**src/sfbc_pkg.sv**
```systemverilog
package sfbc_pkg;
    // register indices on the host register port
    localparam logic [7:0] SFBC_CTRL_ADDR = 8'h02;
    localparam logic [7:0] SFBC_THR_LOW_ADDR = 8'h03;
    localparam logic [7:0] SFBC_FILL_ADDR = 8'h04;
    localparam logic [7:0] SFBC_DATA_ADDR = 8'h05;
    localparam logic [7:0] SFBC_INTERRUPT_STATUS_REG0_ADDR = 8'h06;
    localparam logic [7:0] SFBC_INTERRUPT_STATUS_REG0_EN_ADDR = 8'h08;
    // buffer_control_reg fields
    localparam int SFBC_CLEAR_BIT = 4;
    localparam int SFBC_SIZE_BIT = 7;
    localparam int SFBC_FULL_FLAG_BIT = 6;
    localparam int SFBC_EMPTY_FLAG_BIT = 5;
    localparam int SFBC_THR_HI_BIT = 2;
    localparam int SFBC_FILL_HI_BIT = 0;
    // a full 512-byte buffer needs a tenth count bit
    localparam int SFBC_FILL_TOP_BIT = 1;
    // interrupt_status_reg0 / interrupt_enable_reg0 fields
    localparam int SFBC_IRQ_SET_BIT = 7;
    localparam int SFBC_IRQ_FULL_BIT = 3;
    localparam int SFBC_IRQ_EMPTY_BIT = 2;
    localparam int SFBC_IRQ_ERR_BIT = 1;
    localparam int SFBC_IRQ_OVR_BIT = 0;
    // reset values
    localparam logic [7:0] SFBC_CTRL_RST = 8'h00;
    localparam logic [8:0] SFBC_THR_RST = 9'h008;
    localparam logic [7:0] SFBC_IRQ_RST = 8'h00;
    // capacities
    localparam logic [9:0] SFBC_CAP_LARGE = 10'h200;
    localparam logic [9:0] SFBC_CAP_SMALL = 10'h0ff;

    typedef struct packed {
        logic wr;
        logic rd;
        logic [7:0] addr;
        logic [7:0] wdata;
    } sfbc_req_t;

    typedef struct packed {
        logic full;
        logic empty;
        logic overrun;
    } sfbc_flags_t;
endpackage

```
**src/sfbc_fifo.sv**
```systemverilog
`timescale 1ns/1ps
module sfbc_fifo
    import sfbc_pkg::*;
#(
    parameter int WIDTH = 8,
    parameter int DEPTH = 512,
    parameter int AW = $clog2(DEPTH)
) (
    input wire logic clock,
    input wire logic resetn,
    input wire logic clear,
    input wire logic [AW:0] capacity,
    input wire logic in_valid,
    output logic in_ready,
    input wire logic [WIDTH-1:0] in_data,
    output logic out_valid,
    input wire logic out_ready,
    output logic [WIDTH-1:0] out_data,
    output logic [AW:0] count
);
    logic [WIDTH-1:0] mem_q [DEPTH];
    logic [AW-1:0] wp_q;
    logic [AW-1:0] rp_q;
    logic [AW:0] cnt_q;
    logic push;
    logic pop;

    assign in_ready = cnt_q < capacity;
    assign out_valid = cnt_q != '0;
    assign out_data = mem_q[rp_q];
    assign count = cnt_q;
    // a full buffer refuses the byte, contents untouched
    assign push = in_valid && in_ready && !clear;
    assign pop = out_valid && out_ready && !clear;

    always_ff @(posedge clock) begin
        if (push) begin
            mem_q[wp_q] <= in_data;
        end
    end

    always_ff @(posedge clock) begin
        if (!resetn || clear) begin
            wp_q <= '0;
            rp_q <= '0;
            cnt_q <= '0;
        end else begin
            if (push) begin
                wp_q <= AW'(wp_q + 1'b1);
            end
            if (pop) begin
                rp_q <= AW'(rp_q + 1'b1);
            end
            cnt_q <= (AW+1)'(cnt_q + push - pop);
        end
    end
endmodule

```
**src/sfbc_top.sv**
```systemverilog
`timescale 1ns/1ps
// Notes on behaviour
// - The command engine reads and writes the buffer alongside host accesses.
// - Writing 1 to the clear bit resets both pointers and the count, hiding old bytes.
// - Capacity is 512 bytes, or 255 when the size bit is 1, refillable after a clear.
// - The count rises per byte written and falls per byte read, its top two bits in control.
// - One threshold serves both alerts, from the top for full and bottom for empty.
// - The threshold is control bit 2 above the eight bits of the threshold register.
// - Almost-full reads 1 when capacity minus count is at most the threshold.
// - Almost-empty reads 1 when the count is at most the threshold.
// - Writing a full buffer sets the overrun flag and the error interrupt bit.
// - With its enable set, a rising almost-empty flag raises the interrupt pin.
// - With its enable set, a rising almost-full flag raises the interrupt pin.
// - In 255 mode the count uses one byte, in 512 mode two; the threshold always has nine bits.
module sfbc_top
    import sfbc_pkg::*;
#(
    parameter int DEPTH = 512
) (
    input wire logic clock,
    input wire logic resetn,
    input wire sfbc_req_t host_req,
    output logic [7:0] host_rdata,
    output logic host_rvalid,
    input wire logic cmd_wr,
    input wire logic [7:0] cmd_wdata,
    input wire logic cmd_rd,
    output logic cmd_rd_ok,
    output logic [7:0] cmd_rdata,
    output logic cmd_full,
    output logic irq
);
    localparam int AW = $clog2(DEPTH);

    logic size_small_q;
    logic [8:0] thr_q;
    logic [7:0] irq_en_q;
    logic full_irq_q;
    logic empty_irq_q;
    logic err_irq_q;
    logic overrun_q;
    logic full_prev_q;
    logic empty_prev_q;
    logic [7:0] host_rdata_q;
    logic host_rvalid_q;
    logic [7:0] cmd_rdata_q;
    logic cmd_rd_ok_q;
    logic cmd_full_q;
    logic irq_q;

    logic host_wr_ctrl;
    logic clear;
    logic host_push;
    logic host_pop;
    logic in_valid;
    logic in_ready;
    logic [7:0] in_data;
    logic out_valid;
    logic out_ready;
    logic [7:0] out_data;
    logic [AW:0] count;
    logic [AW:0] capacity;
    logic [AW:0] free_space;
    logic almost_full_flag;
    logic almost_empty_flag;
    logic overrun_evt;
    sfbc_flags_t flags;

    assign host_wr_ctrl = host_req.wr && host_req.addr == SFBC_CTRL_ADDR;
    assign clear = host_wr_ctrl && host_req.wdata[SFBC_CLEAR_BIT];
    assign host_push = host_req.wr && host_req.addr == SFBC_DATA_ADDR;
    assign host_pop = host_req.rd && host_req.addr == SFBC_DATA_ADDR;

    // shared port arbitration; host data access wins the cycle
    assign in_valid = host_push || cmd_wr;
    assign in_data = host_push ? host_req.wdata : cmd_wdata;
    assign out_ready = host_pop || (cmd_rd && !host_pop);

    assign capacity = size_small_q ? (AW+1)'(SFBC_CAP_SMALL) : (AW+1)'(SFBC_CAP_LARGE);
    assign free_space = (AW+1)'(capacity - count);
    assign almost_full_flag = free_space <= (AW+1)'(thr_q);
    assign almost_empty_flag = count <= (AW+1)'(thr_q);
    assign overrun_evt = in_valid && !in_ready && !clear;
    assign flags = '{full: almost_full_flag, empty: almost_empty_flag, overrun: overrun_evt};

    sfbc_fifo #(
        .WIDTH(8),
        .DEPTH(DEPTH),
        .AW(AW)
    ) u_fifo (
        .clock(clock),
        .resetn(resetn),
        .clear(clear),
        .capacity(capacity),
        .in_valid(in_valid),
        .in_ready(in_ready),
        .in_data(in_data),
        .out_valid(out_valid),
        .out_ready(out_ready),
        .out_data(out_data),
        .count(count)
    );

    always_ff @(posedge clock) begin
        if (!resetn) begin
            size_small_q <= 1'b0;
            thr_q <= SFBC_THR_RST;
        end else begin
            if (host_wr_ctrl) begin
                size_small_q <= host_req.wdata[SFBC_SIZE_BIT];
                thr_q[8] <= host_req.wdata[SFBC_THR_HI_BIT];
            end
            if (host_req.wr && host_req.addr == SFBC_THR_LOW_ADDR) begin
                thr_q[7:0] <= host_req.wdata;
            end
        end
    end

    // sticky status; a same-cycle event beats the host clear
    always_ff @(posedge clock) begin
        if (!resetn) begin
            irq_en_q <= SFBC_IRQ_RST;
            full_irq_q <= 1'b0;
            empty_irq_q <= 1'b0;
            err_irq_q <= 1'b0;
            overrun_q <= 1'b0;
            full_prev_q <= 1'b0;
            empty_prev_q <= 1'b1;
        end else begin
            full_prev_q <= flags.full;
            empty_prev_q <= flags.empty;
            if (host_req.wr && host_req.addr == SFBC_INTERRUPT_STATUS_REG0_EN_ADDR) begin
                irq_en_q <= host_req.wdata;
            end
            if (host_req.wr && host_req.addr == SFBC_INTERRUPT_STATUS_REG0_ADDR &&
                    !host_req.wdata[SFBC_IRQ_SET_BIT]) begin
                if (host_req.wdata[SFBC_IRQ_FULL_BIT]) begin
                    full_irq_q <= 1'b0;
                end
                if (host_req.wdata[SFBC_IRQ_EMPTY_BIT]) begin
                    empty_irq_q <= 1'b0;
                end
                if (host_req.wdata[SFBC_IRQ_ERR_BIT]) begin
                    err_irq_q <= 1'b0;
                end
            end
            if (clear) begin
                overrun_q <= 1'b0;
            end
            if (flags.full && !full_prev_q) begin
                full_irq_q <= 1'b1;
            end
            if (flags.empty && !empty_prev_q) begin
                empty_irq_q <= 1'b1;
            end
            if (flags.overrun) begin
                overrun_q <= 1'b1;
                err_irq_q <= 1'b1;
            end
        end
    end

    always_ff @(posedge clock) begin
        if (!resetn) begin
            irq_q <= 1'b0;
        end else begin
            irq_q <= (full_irq_q && irq_en_q[SFBC_IRQ_FULL_BIT]) ||
                     (empty_irq_q && irq_en_q[SFBC_IRQ_EMPTY_BIT]) ||
                     (err_irq_q && irq_en_q[SFBC_IRQ_ERR_BIT]);
        end
    end

    // fill count split across two bytes
    always_ff @(posedge clock) begin
        if (!resetn) begin
            host_rdata_q <= 8'h00;
            host_rvalid_q <= 1'b0;
        end else begin
            host_rvalid_q <= host_req.rd;
            host_rdata_q <= 8'h00;
            if (host_req.rd) begin
                case (host_req.addr)
                    SFBC_CTRL_ADDR: begin
                        host_rdata_q <= SFBC_CTRL_RST;
                        host_rdata_q[SFBC_SIZE_BIT] <= size_small_q;
                        host_rdata_q[SFBC_FULL_FLAG_BIT] <= almost_full_flag;
                        host_rdata_q[SFBC_EMPTY_FLAG_BIT] <= almost_empty_flag;
                        host_rdata_q[SFBC_THR_HI_BIT] <= thr_q[8];
                        host_rdata_q[SFBC_FILL_HI_BIT] <= size_small_q ? 1'b0 : count[8];
                        host_rdata_q[SFBC_FILL_TOP_BIT] <= size_small_q ? 1'b0 : count[9];
                    end
                    SFBC_THR_LOW_ADDR: host_rdata_q <= thr_q[7:0];
                    SFBC_FILL_ADDR: host_rdata_q <= count[7:0];
                    SFBC_DATA_ADDR: host_rdata_q <= out_valid ? out_data : 8'h00;
                    SFBC_INTERRUPT_STATUS_REG0_ADDR: begin
                        host_rdata_q[SFBC_IRQ_FULL_BIT] <= full_irq_q;
                        host_rdata_q[SFBC_IRQ_EMPTY_BIT] <= empty_irq_q;
                        host_rdata_q[SFBC_IRQ_ERR_BIT] <= err_irq_q;
                        host_rdata_q[SFBC_IRQ_OVR_BIT] <= overrun_q;
                    end
                    SFBC_INTERRUPT_STATUS_REG0_EN_ADDR: host_rdata_q <= irq_en_q;
                    default: host_rdata_q <= 8'h00;
                endcase
            end
        end
    end

    always_ff @(posedge clock) begin
        if (!resetn) begin
            cmd_rdata_q <= 8'h00;
            cmd_rd_ok_q <= 1'b0;
            cmd_full_q <= 1'b0;
        end else begin
            cmd_rd_ok_q <= cmd_rd && !host_pop && out_valid && !clear;
            cmd_rdata_q <= out_data;
            cmd_full_q <= !in_ready;
        end
    end

    assign host_rdata = host_rdata_q;
    assign host_rvalid = host_rvalid_q;
    assign cmd_rdata = cmd_rdata_q;
    assign cmd_rd_ok = cmd_rd_ok_q;
    assign cmd_full = cmd_full_q;
    assign irq = irq_q;
endmodule

```
**config.mk**
```make
export PLATFORM = sky130hd
export DESIGN_NAME = sfbc_top
export DESIGN_NICKNAME = d
export VERILOG_FILES = /design/src/sfbc_pkg.sv /design/src/sfbc_fifo.sv /design/src/sfbc_top.sv
export SDC_FILE = /design/constraint.sdc
export NUM_CORES = 2
export LEC_CHECK = 0
export BUFFER_PORTS_ARGS = -buffer_cell sky130_fd_sc_hd__buf_2
export CORE_UTILIZATION = 30
export CTS_BUF_LIST = sky130_fd_sc_hd__clkbuf_8
export CTS_CLUSTER_DIAMETER = 40
export DETAILED_ROUTE_END_ITERATION = 10
export GPL_ROUTABILITY_DRIVEN = 0
export PLACE_DENSITY = 0.44
export SLEW_MARGIN = 0
export SYNTH_ARGS = -nofsm -noshare
export SYNTH_HDL_FRONTEND = slang
export SYNTH_HIERARCHICAL = 1
export SYNTH_SLANG_ARGS = --single-unit
```
**constraint.sdc**
```tcl
create_clock -name clock -period 6.8 [get_ports clock]
set_clock_uncertainty 0.15 [all_clocks]
set_input_delay 1.36 -clock clock [delete_from_list [all_inputs] [get_ports clock]]
set_output_delay 1.36 -clock clock [all_outputs]
set_load 0.03 [all_outputs]
```
**Yosys cells after proc, flatten, opt, wreduce, memory -nomap -nowiden**

Memory sizes are Yosys's and may differ from the RTL's. A register that Yosys moved wholly into a read port is not among the register bits.
Index checks and enable logic that the tools add are counted.
W data, S select, Z words.

- Register bits after elaboration: 72
- Bits in latches: 0
- RAM bits: 4,096
- ROM bits: 0
- Input bits: 30
- Output and inout port bits: 20
- Memories: 1

- $add $sub $neg: 5
- Multipliers: 0
- Divide/modulo/power cells: 0
- Magnitude comparators: 3
- Eq/ne operators: 6
- Shift-type cells: 0
- Multiplexer cells: 22
- Bitwise gates (word level): 0
- Reductions and logical operators: 46

Memory list:

| name | words | bits a word | read ports | clocked after Yosys merged registers in | wr ports | RTL line | RTL |
|---|---|---|---|---|---|---|---|
| u_fifo.mem_q | 512 | 8 | 1 | 1 | 1 | sfbc_fifo.sv:21 | `logic [WIDTH-1:0] mem_q [DEPTH];` |

Operators with widths:

| cell | number |
|---|---|
| $eq A8 B3 Y1 const B | 3 |
| $pmux W4 S6 | 1 |
| $logic_and A1 B1 Y1 | 22 |
| $le A10 B9 Y1 | 2 |
| $pmux W4 S5 | 1 |
| $add A9 B1 Y9 const B | 2 |
| $mux W9 | 2 |
| $eq A8 B2 Y1 const B | 2 |
| $mux W8 | 2 |
| $mux W1 | 15 |
| $reduce_bool A2 Y1 | 7 |
| $add A10 B1 Y10 | 1 |
| $lt A10 B10 Y1 | 1 |
| $mux W10 | 1 |
| $reduce_bool A10 Y1 | 1 |
| $sub A10 B1 Y10 | 1 |
| $sub A10 B10 Y10 | 1 |
| $eq A8 B4 Y1 const B | 1 |
| $reduce_and A2 Y1 | 4 |
| $logic_not A1 Y1 | 7 |
| $logic_or A1 B1 Y1 | 5 |

**Longest topological paths before layout**

- Depth in word-level cells: 9
- Depth in mapped cells: 23
- Mapped depth without buffers: 22

**Hierarchy**

Netlist, hierarchy kept.

Modules (own cells, without submodules):

| module | times used | cells an instance | area an instance (µm²) |
|---|---|---|---|
| sfbc_fifo | 1 | 7,294 | 159,877.1 |
| sfbc_top | 1 | 324 | 2,778.9 |

**Worst setup path before layout**

No wires, ideal clock.

- Kind: input to register
- Start point: in host_req[13] (netlist bit)
- End point: mem u_fifo.mem_q[0][0], data pin
- Library setup time: 0.912 ns
- Data arrival time: 6.143 ns
- Slack: -0.404 ns
- Stages: 5
- Path buffers: 1
- Cells stage by stage: or4_4 buf_6 nor4_4 nand2_2 mux2_2

- Word-level cells in the longest chain between the ends: 3

RTL lines:

| element | RTL line | RTL |
|---|---|---|
| from (decl) | sfbc_top.sv:22 | `input wire sfbc_req_t host_req,` |
| $eq A8 B3 Y1 | sfbc_top.sv:71 | `assign host_push = host_req.wr && host_req.addr == SFBC_DATA_ADDR;` |
| $logic_and A1 B1 Y1 | sfbc_top.sv:71 |  |
| $mux W8 | sfbc_top.sv:76 | `assign in_data = host_push ? host_req.wdata : cmd_wdata;` |
| named net in_data[0] | sfbc_top.sv:57 | `logic [7:0] in_data;` |
| to (decl) | sfbc_fifo.sv:21 |  |

The timed path passes the listed nets, and every way through them passes these cells.

==> results.yml <==
synth:
  synthTopCellsByArea: "edfxtp_1, mux4_2, nor2_1"
  async_flop_share_pct: 0
  netlist_area_sq_um: 163000
  yosys.area.top_type: "edfxtp_1"
  netlist-cell-type-count: 69
  avgSynthCellArea_sq_um: 21.4
  synth-seq-area-share_pct: 76.6
  synth_top_area_share_pct: 75.6
  synth_edf_count: 4096
  synth_flop_cell: "edfxtp_1"
  yosys_warnings: 6
  ys_ff_latch: 4177
  synth.most_common_cell: "edfxtp_1"
  yosys-top-cells-count: "edfxtp_1, mux4_2, nor2_1"
  postSynthCellCount: 7618
  synth_fp_nets: 7706
drt:
  routedWlPerCell_um: 29.0
  vias: 79500
  dr.pass1.iters: 6
  drc: 0
  viasPerCell: 4.98
  antenna_left: 0
  drt_wl_total_mm: 463
  drt_iter0_markers: 7174
power_and_ir_drop:
  p_int_mw: 43.5
  clock_power_share_pct: 38.0
  peakVddDrop_uv: 224
  cellLeakagePower_nw: 57.3
  seq_power_share_pct: 48.9
  cellPowerDensity_nw_per_um2: 312
  combinationalPowerShare_pct: 13.1
  power.total_mw: 58.4
  netSwitchingFraction_pct: 25.6
  p_switching_mw: 14.9
floorplan:
  io_pins: 50
  rows: 270
  dieArea_sq_um: 545000
  coreArea_sq_um: 540000
  die_y_um: 738
  start_util_pct: 30.1
  die_x_um: 738
cts:
  cts_resized: 0
  post_cts_buffers: 0
  holdBufCountCts: 0
  path_clk_slew_ns: 0.06
  cts_made_buffers: 705
  ctsLongestPathBuffers: 4
  htree_num_levels: 6
  cts.sinks: 4177
  clkLatencyLatePin_ns: 1.28
  cts_tree: "built"
  root_buffer: "clkbuf_8"
grt:
  grtUsageTotal_pct: 16.6
  grt_pass1_vias: 84300
  globalRoute.totalOverflow: 0
  antenna_found_initial: 16
  grt_pass1_wl_mm: 653
  grt_max_degree: 119
run_status:
  run_status: "complete, no violations"
finish:
  stdcell_count: 16000
  fillers: 50100
  design.final.nets: 8268
  final_util_pct: 34.6
  drive_above_1_share_pct: 28.4
  multi_input_area_sq_um: 35800
  seq_area_sq_um: 125000
  synthToLayoutAreaGrowth_pct: 15.0
hold_path:
  min_path_type: "in -> reg"
  min_from: "host_req[6]"
  hold_depth: 3
  hold_end: "thr_q[6]"
timing:
  rsz0062_at_grt: "false"
  finalHoldViolations: 0
  min_period_ns: 5.59
  report.final.setup_viol: 0
  max_freq_ghz: 0.179
  drv_slew: 0
  max_slew_margin_pct: 17.1
  fin_crit_sh_pct: 82.2
  tightest_slew_ns: 1.24
flow_run:
  drv_cap: 0
setup_path:
  cp_max_fo: 21
  crit_arrival_ns: 6.54
  reg2reg_to: "host_rdata[1]"
  required_ns: 7.75
  worst-setup-path-type: "reg -> reg"
  end_kind: "flop"
  r2r_setup_slack_ns: 1.21
  rr_worst_depth: 11
  worstSetupStartpointType: "flop"
place:
  portBuffers: 49
  dp_hpwl_mm: 279
  place_inst: 14700
-- area by class of cell --
class / count / share of cell area [%]
multi-input combinational: 2907 / 19.2
clock buffer: 720 / 5.30
clock inverter: 549 / 2.07
antenna: 14 / 0.0187
timing repair buffer: 331 / 1.91
sequential: 4177 / 66.6
inverter: 58 / 0.120
tap: 7208 / 4.82
-- power groups by stage --
| stage | combinational (mW) | sequential (mW) | clock, mW |
|---|---|---|---|
| 2_1_floorplan | 4.99 | 29.1 | 0 |
| 3_3_place_gp | 7.79 | 29.1 | 0 |
| 3_5_place_dp | 7.79 | 29.1 | 0 |
| 4_1_cts | 7.81 | 28.6 | 22.9 |
| 5_1_grt | 8.13 | 28.5 | 23.9 |
| 6_report | 7.64 | 28.6 | 22.2 |
-- per-layer routing --
metal	vias to the layer above	part of all wire [%]	track usage, %
met5	-	0.0028	0
met4	2	2.1	3.95
met3	643	5.9	3.15
met2	2659	49	27.7
met1	43000	43	22.3
li1	33200	-	-
-- flip-flops by register name, summed over array words and instances (netlist names), 8 cells and up, named ones only --
signal,flops
host_rdata,8
u_fifo/wp_q,9
irq_en_q,8
u_fifo/count,10
u_fifo/rp_q,9
cmd_rdata,8
thr_q,9
u_fifo/mem_q,4096
-- cells by family after synthesis --
| family | share of synthesized area, % |
|---|---|
| buffers and inverters | 1.61 |
| XOR/XNOR | 0.151 |
| flip-flops | 76.6 |
| AO/OA/AOI/OAI | 2.72 |
| other | 0.00231 |
| AND/OR/NAND/NOR | 2.38 |
| multiplexers | 16.1 |
| adder cells (fa/ha/maj) | 0.455 |
-- worst max path at each step --
stage	startpoint	end	slack [ns]	cells past startpoint
floorplan	host_req[13]	u_fifo/mem_q[0][0]	-0.40	5
global placement	host_req[13]	u_fifo/count[8]	0.54	22
detailed placement	host_req[13]	u_fifo/mem_q[44][0]	0.76	12
CTS	flop	host_rdata[5]	1.23	12
global route	flop	host_rdata[1]	1.07	11
finish	flop	host_rdata[1]	1.21	11
-- stage by stage --
stage                     instance area (sq um)  setup TNS (ns)  hold WS, ns  setup WS (ns)
final                                    187000               0        0.232           1.21
after global routing                     187000               0        0.146           1.07
after CTS                                187000               0       0.0565           1.23
after detailed placement                 173000               0        0.259          0.759
after floorplan                          163000        -1655.19        0.248         -0.404
after global placement                   173000               0        0.256          0.542
-- worst max-delay path, cell delays in order, from the launching register on --
cell and delay, ns:
dfxtp_4 1.00, buf_12 0.26, buf_12 0.20, buf_4 0.34
mux4_2 0.53, o21ai_0 0.31, a221oi_1 0.22, a311oi_1 0.95
nand3_1 0.56, and3_1 0.45, a222oi_1 0.29, a21oi_1 0.12
-- placed cells by master (no fill, tap or decap), types with 17 or more instances in the layout --
| cell | count |
|---|---|
| a22oi_1 | 28 |
| ha_1 | 56 |
| o22ai_1 | 54 |
| mux2_2 | 125 |
| edfxtp_1 | 4096 |
| o221ai_1 | 95 |
| clkbuf_8 | 720 |
| clkinv_1 | 161 |
| a221oi_1 | 93 |
| nand2_1 | 121 |
| nand3_4 | 17 |
| nand3_1 | 49 |
| inv_1 | 225 |
| buf_12 | 97 |
| mux2i_1 | 154 |
| inv_6 | 18 |
| buf_2 | 49 |
| nor2_1 | 589 |
| bufinv_16 | 48 |
| a21oi_1 | 53 |
| mux4_2 | 1025 |
| o22a_1 | 76 |
| nor4_1 | 17 |
| xor2_1 | 19 |
| buf_4 | 185 |
| clkinvlp_4 | 32 |
| o21ai_0 | 126 |
| dfxtp_1 | 76 |
| clkinv_2 | 91 |
No activity file was read; power rests on OpenSTA's default activity.
